<file path="config.mk">
export PLATFORM = sky130hd
export DESIGN_NAME = sim_monitor
export DESIGN_NICKNAME = d
export VERILOG_FILES = /design/src/design/sim_debounce.v /design/src/design/sim_monitor.v
export VERILOG_INCLUDE_DIRS = /design/src /design/src/include
export SDC_FILE = /design/constraint.sdc
export NUM_CORES = 1
export LEC_CHECK = 0
export BUFFER_PORTS_ARGS = -buffer_cell sky130_fd_sc_hd__buf_2
export CAP_MARGIN = 20
export CORE_MARGIN = 2
export CORE_UTILIZATION = 48
export DETAILED_ROUTE_END_ITERATION = 7
export PLACE_DENSITY = 0.7
export SKIP_LAST_GASP = 1
export SLEW_MARGIN = 30
export SYNTH_ARGS = -nofsm -noshare
export SYNTH_HDL_FRONTEND = slang
export SYNTH_HIERARCHICAL = 1
export SYNTH_SLANG_ARGS = --single-unit
export TNS_END_PERCENT = 100
</file>
<file path="constraint.sdc">
create_clock -name aclk -period 6.4 [get_ports aclk]
set_input_delay 1.92 -clock aclk [delete_from_list [all_inputs] [get_ports aclk]]
set_output_delay 1.92 -clock aclk [all_outputs]
set_load 0.01 [all_outputs]
</file>
<file path="src/include/sim_consts.vh">
// Constants for the safety interlock monitor
// How it works
// - Door pair mismatch two seconds: critical error
// - Stop pair mismatch two seconds: critical error
// - Door-open and teach flags stay latched
// - Release open captures; release closed clears
// - Open door keeps power prohibited anyway
// - Door open holds program, prohibits power
// - Stop holds until release, then reset
// - Stop indicator lit until release and reset
// - Unconnected inputs read open, stop active
`ifndef SIM_CONSTS_VH
`define SIM_CONSTS_VH

// ==========================================
// Timing
`define SIM_CLK_HZ 100000000
`define SIM_DISC_TIME_MS 2000
`define SIM_DISC_CYCLES (`SIM_DISC_TIME_MS * (`SIM_CLK_HZ / 1000))
`define SIM_DEBOUNCE_TIME_US 1000
`define SIM_DEBOUNCE_CYCLES (`SIM_DEBOUNCE_TIME_US * (`SIM_CLK_HZ / 1000000))

// ==========================================
// Register byte offsets
`define SIM_OFS_STATUS 4'h0
`define SIM_OFS_MASK 4'h4
`define SIM_OFS_CONTROL 4'h8
`define SIM_OFS_STATE 4'hC

// ==========================================
// Event bits of status and mask
`define SIM_EV_DOOR_OPEN 0
`define SIM_EV_TEACH 1
`define SIM_EV_ESTOP 2
`define SIM_EV_CRIT_DOOR 3
`define SIM_EV_CRIT_ESTOP 4
`define SIM_EV_W 5

// ==========================================
// Control bits
`define SIM_CTL_RESET_CMD 0

// ==========================================
// State register bits
`define SIM_ST_ESTOP 0
`define SIM_ST_DOOR_LATCH 1
`define SIM_ST_TEACH_LATCH 2
`define SIM_ST_PROHIBIT 3
`define SIM_ST_HOLD 4
`define SIM_ST_CRIT 5
`define SIM_ST_DOOR_OPEN 6
`define SIM_ST_RELEASED 7

// ==========================================
// Reset values
`define SIM_MASK_RST 5'h00
`define SIM_STATUS_RST 5'h00

// ==========================================
// Bus responses
`define SIM_RESP_OKAY 2'h0
`define SIM_RESP_SLVERR 2'h2

`endif

</file>
<file path="src/design/sim_debounce.v">
// Input synchroniser and contact bounce filter
`timescale 1ns/1ps
`default_nettype none

module sim_debounce #(
    parameter [31:0] DEBOUNCE_CYCLES = 32'd100000
) (
    // Clock and reset
    input wire aclk,
    input wire aresetn,
    // Raw and filtered level
    input wire raw_in,
    output reg level_r
);

    reg sync1_r;
    reg sync2_r;
    reg [31:0] cnt_r;

    // ==========================================
    // Two-stage synchroniser, then stable-time filter
    always @(posedge aclk) begin
        if (!aresetn) begin
            sync1_r <= 1'b0;
            sync2_r <= 1'b0;
            cnt_r <= 32'h00000000;
            level_r <= 1'b0;
        end else begin
            sync1_r <= raw_in;
            sync2_r <= sync1_r;
            if (sync2_r == level_r) begin
                cnt_r <= 32'h00000000;
            end else if (cnt_r >= DEBOUNCE_CYCLES - 32'd1) begin
                cnt_r <= 32'h00000000;
                level_r <= sync2_r;
            end else begin
                cnt_r <= cnt_r + 32'd1;
            end
        end
    end

endmodule

`default_nettype wire

</file>
<file path="src/design/sim_monitor.v">
// Safety interlock monitor with AXI4-Lite register access
//
// Register access over AXI4-Lite and the placing of the registers were chosen for this implementation.
`timescale 1ns/1ps
`default_nettype none
`include "sim_consts.vh"

module sim_monitor #(
    parameter [31:0] DISC_CYCLES = `SIM_DISC_CYCLES,
    parameter [31:0] DEBOUNCE_CYCLES = `SIM_DEBOUNCE_CYCLES
) (
    // Clock and reset
    input wire aclk,
    input wire aresetn,
    // Safety inputs, high means contact closed
    input wire door_channel_a_pin1,
    input wire door_channel_b_pin1,
    input wire stop_circuit_a_pos,
    input wire stop_circuit_b_pos,
    input wire latch_release_in,
    input wire teach_mode_in,
    // Safety outputs
    output reg estop_active_r,
    output reg estop_led_r,
    output reg door_latch_r,
    output reg teach_latch_r,
    output reg power_prohibit_r,
    output reg program_hold_r,
    output reg critical_err_r,
    output reg irq_r,
    // AXI4-Lite write address
    input wire [3:0] s_axi_awaddr,
    input wire s_axi_awvalid,
    output reg s_axi_awready,
    // AXI4-Lite write data
    input wire [31:0] s_axi_wdata,
    input wire [3:0] s_axi_wstrb,
    input wire s_axi_wvalid,
    output reg s_axi_wready,
    // AXI4-Lite write response
    output reg [1:0] s_axi_bresp,
    output reg s_axi_bvalid,
    input wire s_axi_bready,
    // AXI4-Lite read address
    input wire [3:0] s_axi_araddr,
    input wire s_axi_arvalid,
    output reg s_axi_arready,
    // AXI4-Lite read data
    output reg [31:0] s_axi_rdata,
    output reg [1:0] s_axi_rresp,
    output reg s_axi_rvalid,
    input wire s_axi_rready
);

    localparam [2:0] ST_STOP = 3'b001;
    localparam [2:0] ST_RELEASED = 3'b010;
    localparam [2:0] ST_RUN = 3'b100;

    // ==========================================
    // Filtered inputs
    wire [5:0] raw_in;
    wire [5:0] filt;
    assign raw_in = {teach_mode_in, latch_release_in, stop_circuit_b_pos,
                     stop_circuit_a_pos, door_channel_b_pin1, door_channel_a_pin1};

    genvar gi;
    generate
        for (gi = 0; gi < 6; gi = gi + 1) begin : g_filt
            sim_debounce #(
                .DEBOUNCE_CYCLES(DEBOUNCE_CYCLES)
            ) u_deb (
                .aclk(aclk),
                .aresetn(aresetn),
                .raw_in(raw_in[gi]),
                .level_r(filt[gi])
            );
        end
    endgenerate

    wire door_open;
    wire stop_pressed;
    wire latch_closed;
    wire teach_on;
    assign door_open = ~(filt[0] & filt[1]);
    assign stop_pressed = ~(filt[2] & filt[3]);
    assign latch_closed = filt[4];
    assign teach_on = filt[5];

    // ==========================================
    // Pair discrepancy timers
    wire [1:0] pair_diff;
    wire [1:0] crit_hit;
    wire [1:0] crit_flag;
    wire reset_cmd;
    assign pair_diff = {filt[2] ^ filt[3], filt[0] ^ filt[1]};

    generate
        for (gi = 0; gi < 2; gi = gi + 1) begin : g_disc
            reg [31:0] cnt_r;
            reg flag_r;
            assign crit_hit[gi] = pair_diff[gi] && (cnt_r >= DISC_CYCLES - 32'd1);
            assign crit_flag[gi] = flag_r;
            always @(posedge aclk) begin
                if (!aresetn) begin
                    cnt_r <= 32'h00000000;
                    flag_r <= 1'b0;
                end else begin
                    if (!pair_diff[gi]) begin
                        cnt_r <= 32'h00000000;
                    end else if (!crit_hit[gi]) begin
                        cnt_r <= cnt_r + 32'd1;
                    end
                    if (crit_hit[gi]) begin
                        flag_r <= 1'b1;
                    end else if (reset_cmd && !pair_diff[gi]) begin
                        flag_r <= 1'b0;
                    end
                end
            end
        end
    endgenerate

    // ==========================================
    // Door and teach latches
    reg door_latch_nxt;
    reg teach_latch_nxt;
    always @* begin
        if (latch_closed) begin
            door_latch_nxt = door_open;
            teach_latch_nxt = teach_on;
        end else begin
            door_latch_nxt = door_latch_r | door_open;
            teach_latch_nxt = teach_latch_r | teach_on;
        end
    end

    // ==========================================
    // Emergency stop sequence
    reg [2:0] state_r;
    reg [2:0] state_nxt;
    wire stop_cause;
    assign stop_cause = stop_pressed | (|crit_flag);

    always @* begin
        case (state_r)
            ST_STOP: begin
                state_nxt = stop_cause ? ST_STOP : ST_RELEASED;
            end
            ST_RELEASED: begin
                if (stop_cause) begin
                    state_nxt = ST_STOP;
                end else if (reset_cmd) begin
                    state_nxt = ST_RUN;
                end else begin
                    state_nxt = ST_RELEASED;
                end
            end
            ST_RUN: begin
                state_nxt = stop_cause ? ST_STOP : ST_RUN;
            end
            default: begin
                state_nxt = ST_STOP;
            end
        endcase
    end

    // ==========================================
    // Events, status and outputs
    reg [4:0] status_r;
    reg [4:0] mask_r;
    reg door_open_d_r;
    wire [4:0] ev;
    wire status_rd;
    assign ev[`SIM_EV_DOOR_OPEN] = door_open & ~door_open_d_r;
    assign ev[`SIM_EV_TEACH] = teach_latch_nxt & ~teach_latch_r;
    assign ev[`SIM_EV_ESTOP] = (state_nxt == ST_STOP) & (state_r != ST_STOP);
    assign ev[`SIM_EV_CRIT_DOOR] = crit_hit[0] & ~crit_flag[0];
    assign ev[`SIM_EV_CRIT_ESTOP] = crit_hit[1] & ~crit_flag[1];

    always @(posedge aclk) begin
        if (!aresetn) begin
            state_r <= ST_STOP;
            door_open_d_r <= 1'b1;
            status_r <= `SIM_STATUS_RST;
            estop_active_r <= 1'b1;
            estop_led_r <= 1'b1;
            door_latch_r <= 1'b1;
            teach_latch_r <= 1'b0;
            power_prohibit_r <= 1'b1;
            program_hold_r <= 1'b1;
            critical_err_r <= 1'b0;
            irq_r <= 1'b0;
        end else begin
            state_r <= state_nxt;
            door_open_d_r <= door_open;
            door_latch_r <= door_latch_nxt;
            teach_latch_r <= teach_latch_nxt;
            estop_active_r <= (state_nxt != ST_RUN);
            estop_led_r <= (state_nxt != ST_RUN);
            program_hold_r <= door_open | door_latch_nxt;
            power_prohibit_r <= door_open | door_latch_nxt | teach_latch_nxt
                                | (state_nxt != ST_RUN);
            critical_err_r <= |(crit_flag | crit_hit);
            status_r <= (status_rd ? 5'h00 : status_r) | ev;
            irq_r <= |(((status_rd ? 5'h00 : status_r) | ev) & mask_r);
        end
    end

    // ==========================================
    // AXI4-Lite write path
    reg aw_got_r;
    reg w_got_r;
    reg [3:0] waddr_r;
    reg [31:0] wdata_r;
    reg [3:0] wstrb_r;
    reg reset_cmd_r;
    wire wr_go;
    wire wr_map;
    assign wr_go = aw_got_r & w_got_r & ~s_axi_bvalid;
    assign wr_map = (waddr_r == `SIM_OFS_STATUS) || (waddr_r == `SIM_OFS_MASK)
                    || (waddr_r == `SIM_OFS_CONTROL) || (waddr_r == `SIM_OFS_STATE);
    assign reset_cmd = reset_cmd_r;

    always @(posedge aclk) begin
        if (!aresetn) begin
            aw_got_r <= 1'b0;
            w_got_r <= 1'b0;
            waddr_r <= 4'h0;
            wdata_r <= 32'h00000000;
            wstrb_r <= 4'h0;
            s_axi_awready <= 1'b0;
            s_axi_wready <= 1'b0;
            s_axi_bvalid <= 1'b0;
            s_axi_bresp <= `SIM_RESP_OKAY;
            mask_r <= `SIM_MASK_RST;
            reset_cmd_r <= 1'b0;
        end else begin
            reset_cmd_r <= 1'b0;
            s_axi_awready <= ~aw_got_r & ~(s_axi_awvalid & s_axi_awready);
            s_axi_wready <= ~w_got_r & ~(s_axi_wvalid & s_axi_wready);
            if (s_axi_awvalid && s_axi_awready) begin
                aw_got_r <= 1'b1;
                waddr_r <= {s_axi_awaddr[3:2], 2'b00};
            end
            if (s_axi_wvalid && s_axi_wready) begin
                w_got_r <= 1'b1;
                wdata_r <= s_axi_wdata;
                wstrb_r <= s_axi_wstrb;
            end
            if (wr_go) begin
                s_axi_bvalid <= 1'b1;
                s_axi_bresp <= wr_map ? `SIM_RESP_OKAY : `SIM_RESP_SLVERR;
                if (waddr_r == `SIM_OFS_MASK && wstrb_r[0]) begin
                    mask_r <= wdata_r[4:0];
                end
                if (waddr_r == `SIM_OFS_CONTROL && wstrb_r[0]) begin
                    reset_cmd_r <= wdata_r[`SIM_CTL_RESET_CMD];
                end
            end
            if (s_axi_bvalid && s_axi_bready) begin
                s_axi_bvalid <= 1'b0;
                aw_got_r <= 1'b0;
                w_got_r <= 1'b0;
                s_axi_awready <= 1'b1;
                s_axi_wready <= 1'b1;
            end
        end
    end

    // ==========================================
    // AXI4-Lite read path
    reg [31:0] rd_val;
    reg rd_map;
    wire [3:0] raddr;
    assign raddr = {s_axi_araddr[3:2], 2'b00};
    assign status_rd = s_axi_arvalid & s_axi_arready & (raddr == `SIM_OFS_STATUS);

    always @* begin
        rd_val = 32'h00000000;
        rd_map = 1'b1;
        case (raddr)
            `SIM_OFS_STATUS: rd_val[4:0] = status_r | ev;
            `SIM_OFS_MASK: rd_val[4:0] = mask_r;
            `SIM_OFS_CONTROL: rd_val = 32'h00000000;
            `SIM_OFS_STATE: begin
                rd_val[`SIM_ST_ESTOP] = estop_active_r;
                rd_val[`SIM_ST_DOOR_LATCH] = door_latch_r;
                rd_val[`SIM_ST_TEACH_LATCH] = teach_latch_r;
                rd_val[`SIM_ST_PROHIBIT] = power_prohibit_r;
                rd_val[`SIM_ST_HOLD] = program_hold_r;
                rd_val[`SIM_ST_CRIT] = critical_err_r;
                rd_val[`SIM_ST_DOOR_OPEN] = door_open;
                rd_val[`SIM_ST_RELEASED] = (state_r == ST_RELEASED);
            end
            default: rd_map = 1'b0;
        endcase
    end

    always @(posedge aclk) begin
        if (!aresetn) begin
            s_axi_arready <= 1'b0;
            s_axi_rvalid <= 1'b0;
            s_axi_rdata <= 32'h00000000;
            s_axi_rresp <= `SIM_RESP_OKAY;
        end else begin
            s_axi_arready <= ~s_axi_rvalid & ~(s_axi_arvalid & s_axi_arready);
            if (s_axi_arvalid && s_axi_arready) begin
                s_axi_rvalid <= 1'b1;
                s_axi_rdata <= rd_val;
                s_axi_rresp <= rd_map ? `SIM_RESP_OKAY : `SIM_RESP_SLVERR;
            end
            if (s_axi_rvalid && s_axi_rready) begin
                s_axi_rvalid <= 1'b0;
                s_axi_arready <= 1'b1;
            end
        end
    end

endmodule

`default_nettype wire

</file>
Word level (Yosys, flattened, before mapping)
Index checks and enable logic that the tools add are counted.

word-level totals
  register bits after elaboration = 325
  output and inout port bits = 49
  word-level logic and storage cells = 197

operators by class
  multiplexer cells = 20
  equality and inequality tests = 18
  reductions and logical operators = 42
  add/subtract/negate cells = 8
  magnitude comparators = 8
  bitwise operators = 48

operators by type and width
  operator                                                                                number
  32-bit by 1-bit adder with 32-bit output (second input constant)                        8
  32-bit by 17-bit greater-or-equal comparator with 1-bit output (second input constant)  6
  32-bit by 28-bit greater-or-equal comparator with 1-bit output (second input constant)  2
  1-bit NOT                                                                               20
  2-bit AND reduction                                                                     9
  3-bit OR reduction                                                                      6
  1-bit bitwise AND                                                                       16
  5-bit one-hot mux with 3 select lines                                                   1
  3-bit 2-to-1 mux                                                                        4
  1-bit logical AND                                                                       11
  1-bit 2-to-1 mux                                                                        10
  5-bit OR                                                                                2
  3-bit one-hot mux with 3 select lines                                                   1
  2-bit == test (second input constant)                                                   4
  4-bit zero test                                                                         2
  2-bit OR reduction                                                                      4
  1-bit == test                                                                           6
  3-bit by 1-bit == test with 1-bit output (second input constant)                        2
  2-bit 2-to-1 mux                                                                        3
  1-bit OR                                                                                6
  5-bit bitwise AND                                                                       1
  5-bit 2-to-1 mux                                                                        1
  5-bit OR reduction                                                                      1
  2-bit by 1-bit == test with 1-bit output (second input constant)                        2
  other kinds (11)                                                                        16

Logic depth before layout (Yosys ltp)
  depth in word-level cells = 10
  gate-level depth with buffers = 11

Hierarchy
The synthesis kept the hierarchy.

modules (own cells, without submodules)
  module        area an instance (um^2)  seq. area each (um^2)  times used  cells an instance
  sim_debounce  1277.5                   700.7                  6           119
  sim_monitor   5243.8                   2262.2                 1           625

Least setup slack after synthesis
No wires, ideal clock.

  kind = input port to flip-flop
  from = input s_axi_arvalid
  to = register irq_r
  slack = 2.948 ns
  arrival = 3.330 ns
  cell stages on the path = 7
  cell sequence = and2_1 > clkbuf_1 > nand3_1 > a21o_1 > a222oi_1 > a21oi_1 > a311o_1

on the way
  longest elaborated chain between the ends = 6

RTL lines
  item                             RTL line           RTL
  from (decl)                      sim_monitor.v:46   input wire s_axi_arvalid,
  1-bit bitwise AND (2 in series)  sim_monitor.v:276  assign status_rd = s_axi_arvalid & s_axi_arready & (raddr == `SIM_OFS_STATUS);
  5-bit 2-to-1 mux                 sim_monitor.v:205  irq_r <= |(((status_rd ? 5'h00 : status_r) | ev) & mask_r);
  5-bit OR                         sim_monitor.v:205
  5-bit bitwise AND                sim_monitor.v:205
  5-bit OR reduction               sim_monitor.v:205
  to (signal assigned)             sim_monitor.v:205
  to (decl)                        sim_monitor.v:30   output reg irq_r,

No other way between the ends.
A chain may end at the register's enable or synchronous reset.

Worst setup path after layout
Same ends and word-level chain as after synthesis.

==> qor_table.md <==
| Quantity | Reported | Unit |
|:---|:---|:---|
| Count of flip-flops with a built-in enable after synthesis | 0 | - |
| Length of routed met2 wiring | 11400 | um |
| Met1 wire length | 11400 | um |
| Sequential-to-total area share from yosys stat | 50.1 | % |
| Floorplan die area | 28200 | um2 |
| Largest net degree at the start of global routing | 47 | - |
| Post-synthesis cell type count | 64 | - |
| Commonest non-fill, non-tap cells in the layout | sky130_fd_sc_hd__dfxtp_1 (323), sky130_fd_sc_hd__nor3_1 (121), sky130_fd_sc_hd__conb_1 (116) | - |
| Port Buf Inserts | 45 | - |
| Number of placement rows | 60 | - |
| Antenna violations before repair | 1 | - |
| Post-CTS clock slew at the launch and capture registers of the worst setup and hold paths | 0.06 | ns |
| Top fanout value on the critical path | 8 | - |
| I/O Pins | 106 | - |
| Detailed Place HPWL | 16500 | um |
| Total negative slack | 0 | ns |
| Total number of clock tree sinks | 323 | - |
| Worst clock skew | 0.0241 | ns |
| Total power per unit cell area | 278 | nW/um2 |
| Non-filler instance count after layout | 1821 | - |
| Average detailed-routed wire length per instance | 13.5 | um |
| Final GP Congestion | 0.821 | - |
| Worst Hold Slack | 0.432 | ns |
| Part of the cycle the worst path needs | 52.4 | % |
| Number of placed cells counting well taps | 1762 | - |
| Min cycle time layout | 3.35 | ns |
| Pleak | 0.00516 | uW |
| Buffer type at the clock tree root | sky130_fd_sc_hd__clkbuf_16 | - |
| Global route total overflow | 0 | - |
| Cell breakdown of the critical path | buf_2 > and2_1 > nand3_1 > a21o_1 > a222oi_1 > a21oi_1 > a311o_1 | - |
| Number of gates resized after CTS | 0 | - |
| Top layer used by detailed routing | met5 | - |
| Syn Std Cell Area | 12900 | um2 |
| Worst reg2reg setup slack | 3.61 | ns |
| Slowest CP cell | sky130_fd_sc_hd__and2_1 | - |
| Type of origin of the critical path | primary input | - |
| Post-synth ARST share | 0 | % |
| Number of max-slew violations in the final report | 0 | - |
| Area grow syn2layout | 13.4 | % |
| Sequential cell area in the final layout | 6470 | um2 |
| Count of warnings emitted by yosys | 6 | - |
| Final setup violation count | 0 | - |
| Starting utilization of the core area | 48.4 | % |
| Crit Path Category | in -> reg | - |
| Share of Yosys cell area claimed by the top area cell type | 50.1 | % |
| Relative max-transition margin | 37.9 | % |
| CTS H-tree lvls | 2 | - |
| Dominant cells by area after synthesis | sky130_fd_sc_hd__dfxtp_1 (50%), sky130_fd_sc_hd__nor3_1 (4.7%), sky130_fd_sc_hd__xnor2_1 (3.7%), sky130_fd_sc_hd__xor2_1 (2.8%), sky130_fd_sc_hd__a21oi_1 (2.8%) | - |
| Terminus of the critical flop-to-flop path | g_disc[0].cnt_r[19] | - |
| Highest ir drop seen on vdd | 0.000202 | V |
| Slowest cell delay on critical path | 0.39 | ns |
| Fmax | 0.298 | GHz |
| Via total after detailed routing | 9717 | - |
| Wire length of the first global-routing pass | 42500 | um |
| Number of endpoints with negative hold slack in the final report | 0 | - |
| Final net count | 1524 | - |
| Total routed wirelength | 24600 | um |
| Worst endpoint data arrival time | 3.75 | ns |
| Overall track demand over capacity in global routing | 17.7 | % |
| Die width | 168 | um |
| Average instance area after synthesis | 9.64 | um2 |
| Total setup buffers inserted after CTS | 0 | - |
| Outcome | complete, no violations | - |
| Hold Path Sink | g_filt[0].u_deb/sync2_r | - |
| Unrepaired setup endpoints after global routing | no | - |
| 1st-iter DRT viols | 536 | - |
| Count of max-cap constraint violations | 0 | - |
| Vias in the first global route | 9153 | - |
| Depth of the most critical reg-to-reg path | 8 | - |
| Number of search-and-repair iterations in the first detailed-routing pass | 7 | - |
| Slew at the pin with the worst max-slew slack | 0.929 | ns |
| Hold buffers post-CTS | 0 | - |
| Residual antenna-violating net count after detailed routing | 0 | - |
| Worst hold path startpoint | g_filt[0].u_deb/sync1_r | - |
| Worst path required time | 6.80 | ns |
| Main synth FF type | sky130_fd_sc_hd__dfxtp_1 | - |
| Most common cell after layout, fill and taps aside | sky130_fd_sc_hd__dfxtp_1 | - |
| Clock latency on the worst-skew pair | 0.51 | ns |
| Buffers from clock root to sink, at most | 3 | - |
| Flip-flop and latch count after synthesis | 323 | - |
| Number of stages on the worst hold path | 1 | - |
| Cells after Synth | 1339 | - |
| Height of the die | 168 | um |
| Via/cell ratio | 5.34 | - |
| Largest area contributor in the netlist | sky130_fd_sc_hd__dfxtp_1 | - |
| Inserted Diodes | 0 | - |
| Wire length on met3 | 1260 | um |
| DRC violations left | 0 | - |
| Path type of the worst min-delay path | reg -> reg | - |
| Share of post-route cells with drive strength above 1 | 10.9 | % |
| TritonCTS clock tree | built | - |
| Top cell family by delay on the critical path | compound AO/OA/AOI/OAI gates | - |
| Number of buffers added by the clock tree synthesis step | 34 | - |
| Final-layout fill cell count | 2338 | - |
| Combined area of the multi-input logic cells | 6320 | um2 |
| Source of the worst register-to-register timing path | g_disc[0].cnt_r[0] | - |
| CP endpoint kind | register | - |
| Core Box Area | 26700 | um2 |
| Core utilization of the finished layout | 54.9 | % |
| Buf+Inv Stages, Crit Path | 1 | - |
## power breakdown
group | leakage, uW | internal [uW] | switching, uW
Combinational | 0.00196 | 24.5 | 51.8
Sequential | 0.00264 | 2050 | 17.0
Clock | 0.000553 | 1170 | 762
## per-stage QoR
| stage | area [um2] | total power (uW) | setup slack (ns) |
|---|---|---|---|
| CTS | 14600 | 4130 | 3.12 |
| finish | 14600 | 4080 | 3.05 |
| global placement | 13500 | 2190 | 2.59 |
| global route | 14600 | 4240 | 3.02 |
| detailed placement | 13500 | 2190 | 2.59 |
| floorplan | 13300 | 2170 | 2.95 |
## area by class of cell
type                       instances  area share, %
clock buffer                      47           6.77
inverter                          15          0.385
tap                              341           2.91
timing repair buffer              50           1.79
clock inverter                    12          0.846
multi-input combinational       1033           43.1
sequential                       323           44.2
## worst max-delay path by stage
stage	slack, ns	from	cells past startpoint	to
after detailed placement	2.59	s_axi_arvalid	7	irq_r
after global placement	2.59	aresetn	6	irq_r
final	3.05	s_axi_arvalid	7	irq_r
after floorplan	2.95	s_axi_arvalid	7	irq_r
after global routing	3.02	s_axi_arvalid	7	irq_r
after CTS	3.12	s_axi_arvalid	7	irq_r
## cells in the mapped netlist, types with 4 or more instances
library cell / count
sky130_fd_sc_hd__o21ai_0: 45
sky130_fd_sc_hd__nand3_1: 67
sky130_fd_sc_hd__or2_2: 6
sky130_fd_sc_hd__dfxtp_1: 323
sky130_fd_sc_hd__and2_1: 27
sky130_fd_sc_hd__nand4_1: 39
sky130_fd_sc_hd__buf_2: 17
sky130_fd_sc_hd__a21oi_4: 6
sky130_fd_sc_hd__ha_1: 10
sky130_fd_sc_hd__and3_1: 20
sky130_fd_sc_hd__o21a_1: 4
sky130_fd_sc_hd__clkbuf_1: 21
sky130_fd_sc_hd__nand2b_1: 15
sky130_fd_sc_hd__o31ai_1: 7
sky130_fd_sc_hd__xnor2_1: 54
sky130_fd_sc_hd__mux2i_1: 15
sky130_fd_sc_hd__or3b_1: 6
sky130_fd_sc_hd__buf_6: 9
sky130_fd_sc_hd__nand4_2: 7
sky130_fd_sc_hd__or4_1: 13
sky130_fd_sc_hd__nor2_1: 44
sky130_fd_sc_hd__a221o_1: 6
sky130_fd_sc_hd__inv_1: 14
sky130_fd_sc_hd__a21oi_1: 71
sky130_fd_sc_hd__xor2_1: 41
sky130_fd_sc_hd__o41ai_1: 7
sky130_fd_sc_hd__conb_1: 7
sky130_fd_sc_hd__nor3_2: 6
sky130_fd_sc_hd__a211oi_2: 6
sky130_fd_sc_hd__nor3_1: 121
sky130_fd_sc_hd__or3_1: 41
sky130_fd_sc_hd__nor4_1: 46
sky130_fd_sc_hd__buf_4: 27
sky130_fd_sc_hd__a21o_1: 5
sky130_fd_sc_hd__nand2_1: 94
sky130_fd_sc_hd__nor3b_1: 7
sky130_fd_sc_hd__o211ai_1: 9
sky130_fd_sc_hd__and4_2: 6
sky130_fd_sc_hd__nand3_2: 12
sky130_fd_sc_hd__and4_1: 25
## sequential cells by signal, indices dropped and copies added (netlist names), 3 cells and up
signal and count:
g_filt.u_deb/cnt_r 192, g_filt.u_deb/sync1_r 6, mask_r 5, g_filt.u_deb/level_r 6, s_axi_rdata 8, g_disc.cnt_r 64, status_r 5, state_r 3
wdata_r 5, g_filt.u_deb/sync2_r 6
## routing by layer
layer,track usage (%),vias to the layer above
li1,-,4993
met1,22.9,4528
met2,29.5,152
met3,4.11,42
met4,5.22,2
met5,0,-
## logic make-up (layout without fill, tap and decap cells)
kind of cell    count (synthesis)  after routing  synth area share, %
simple gates                  609            609                 27.0
flops                         323            323                 50.1
compound gates                186            186                 9.79
xor+xnor                       95             95                 6.45
buf+inv                        92            124                 4.15
mux                            17             17                 1.34
fa+ha+maj                      10             10                0.969
other cells                     7            116                0.204
Note: power is estimated with default switching activity, not from simulation.
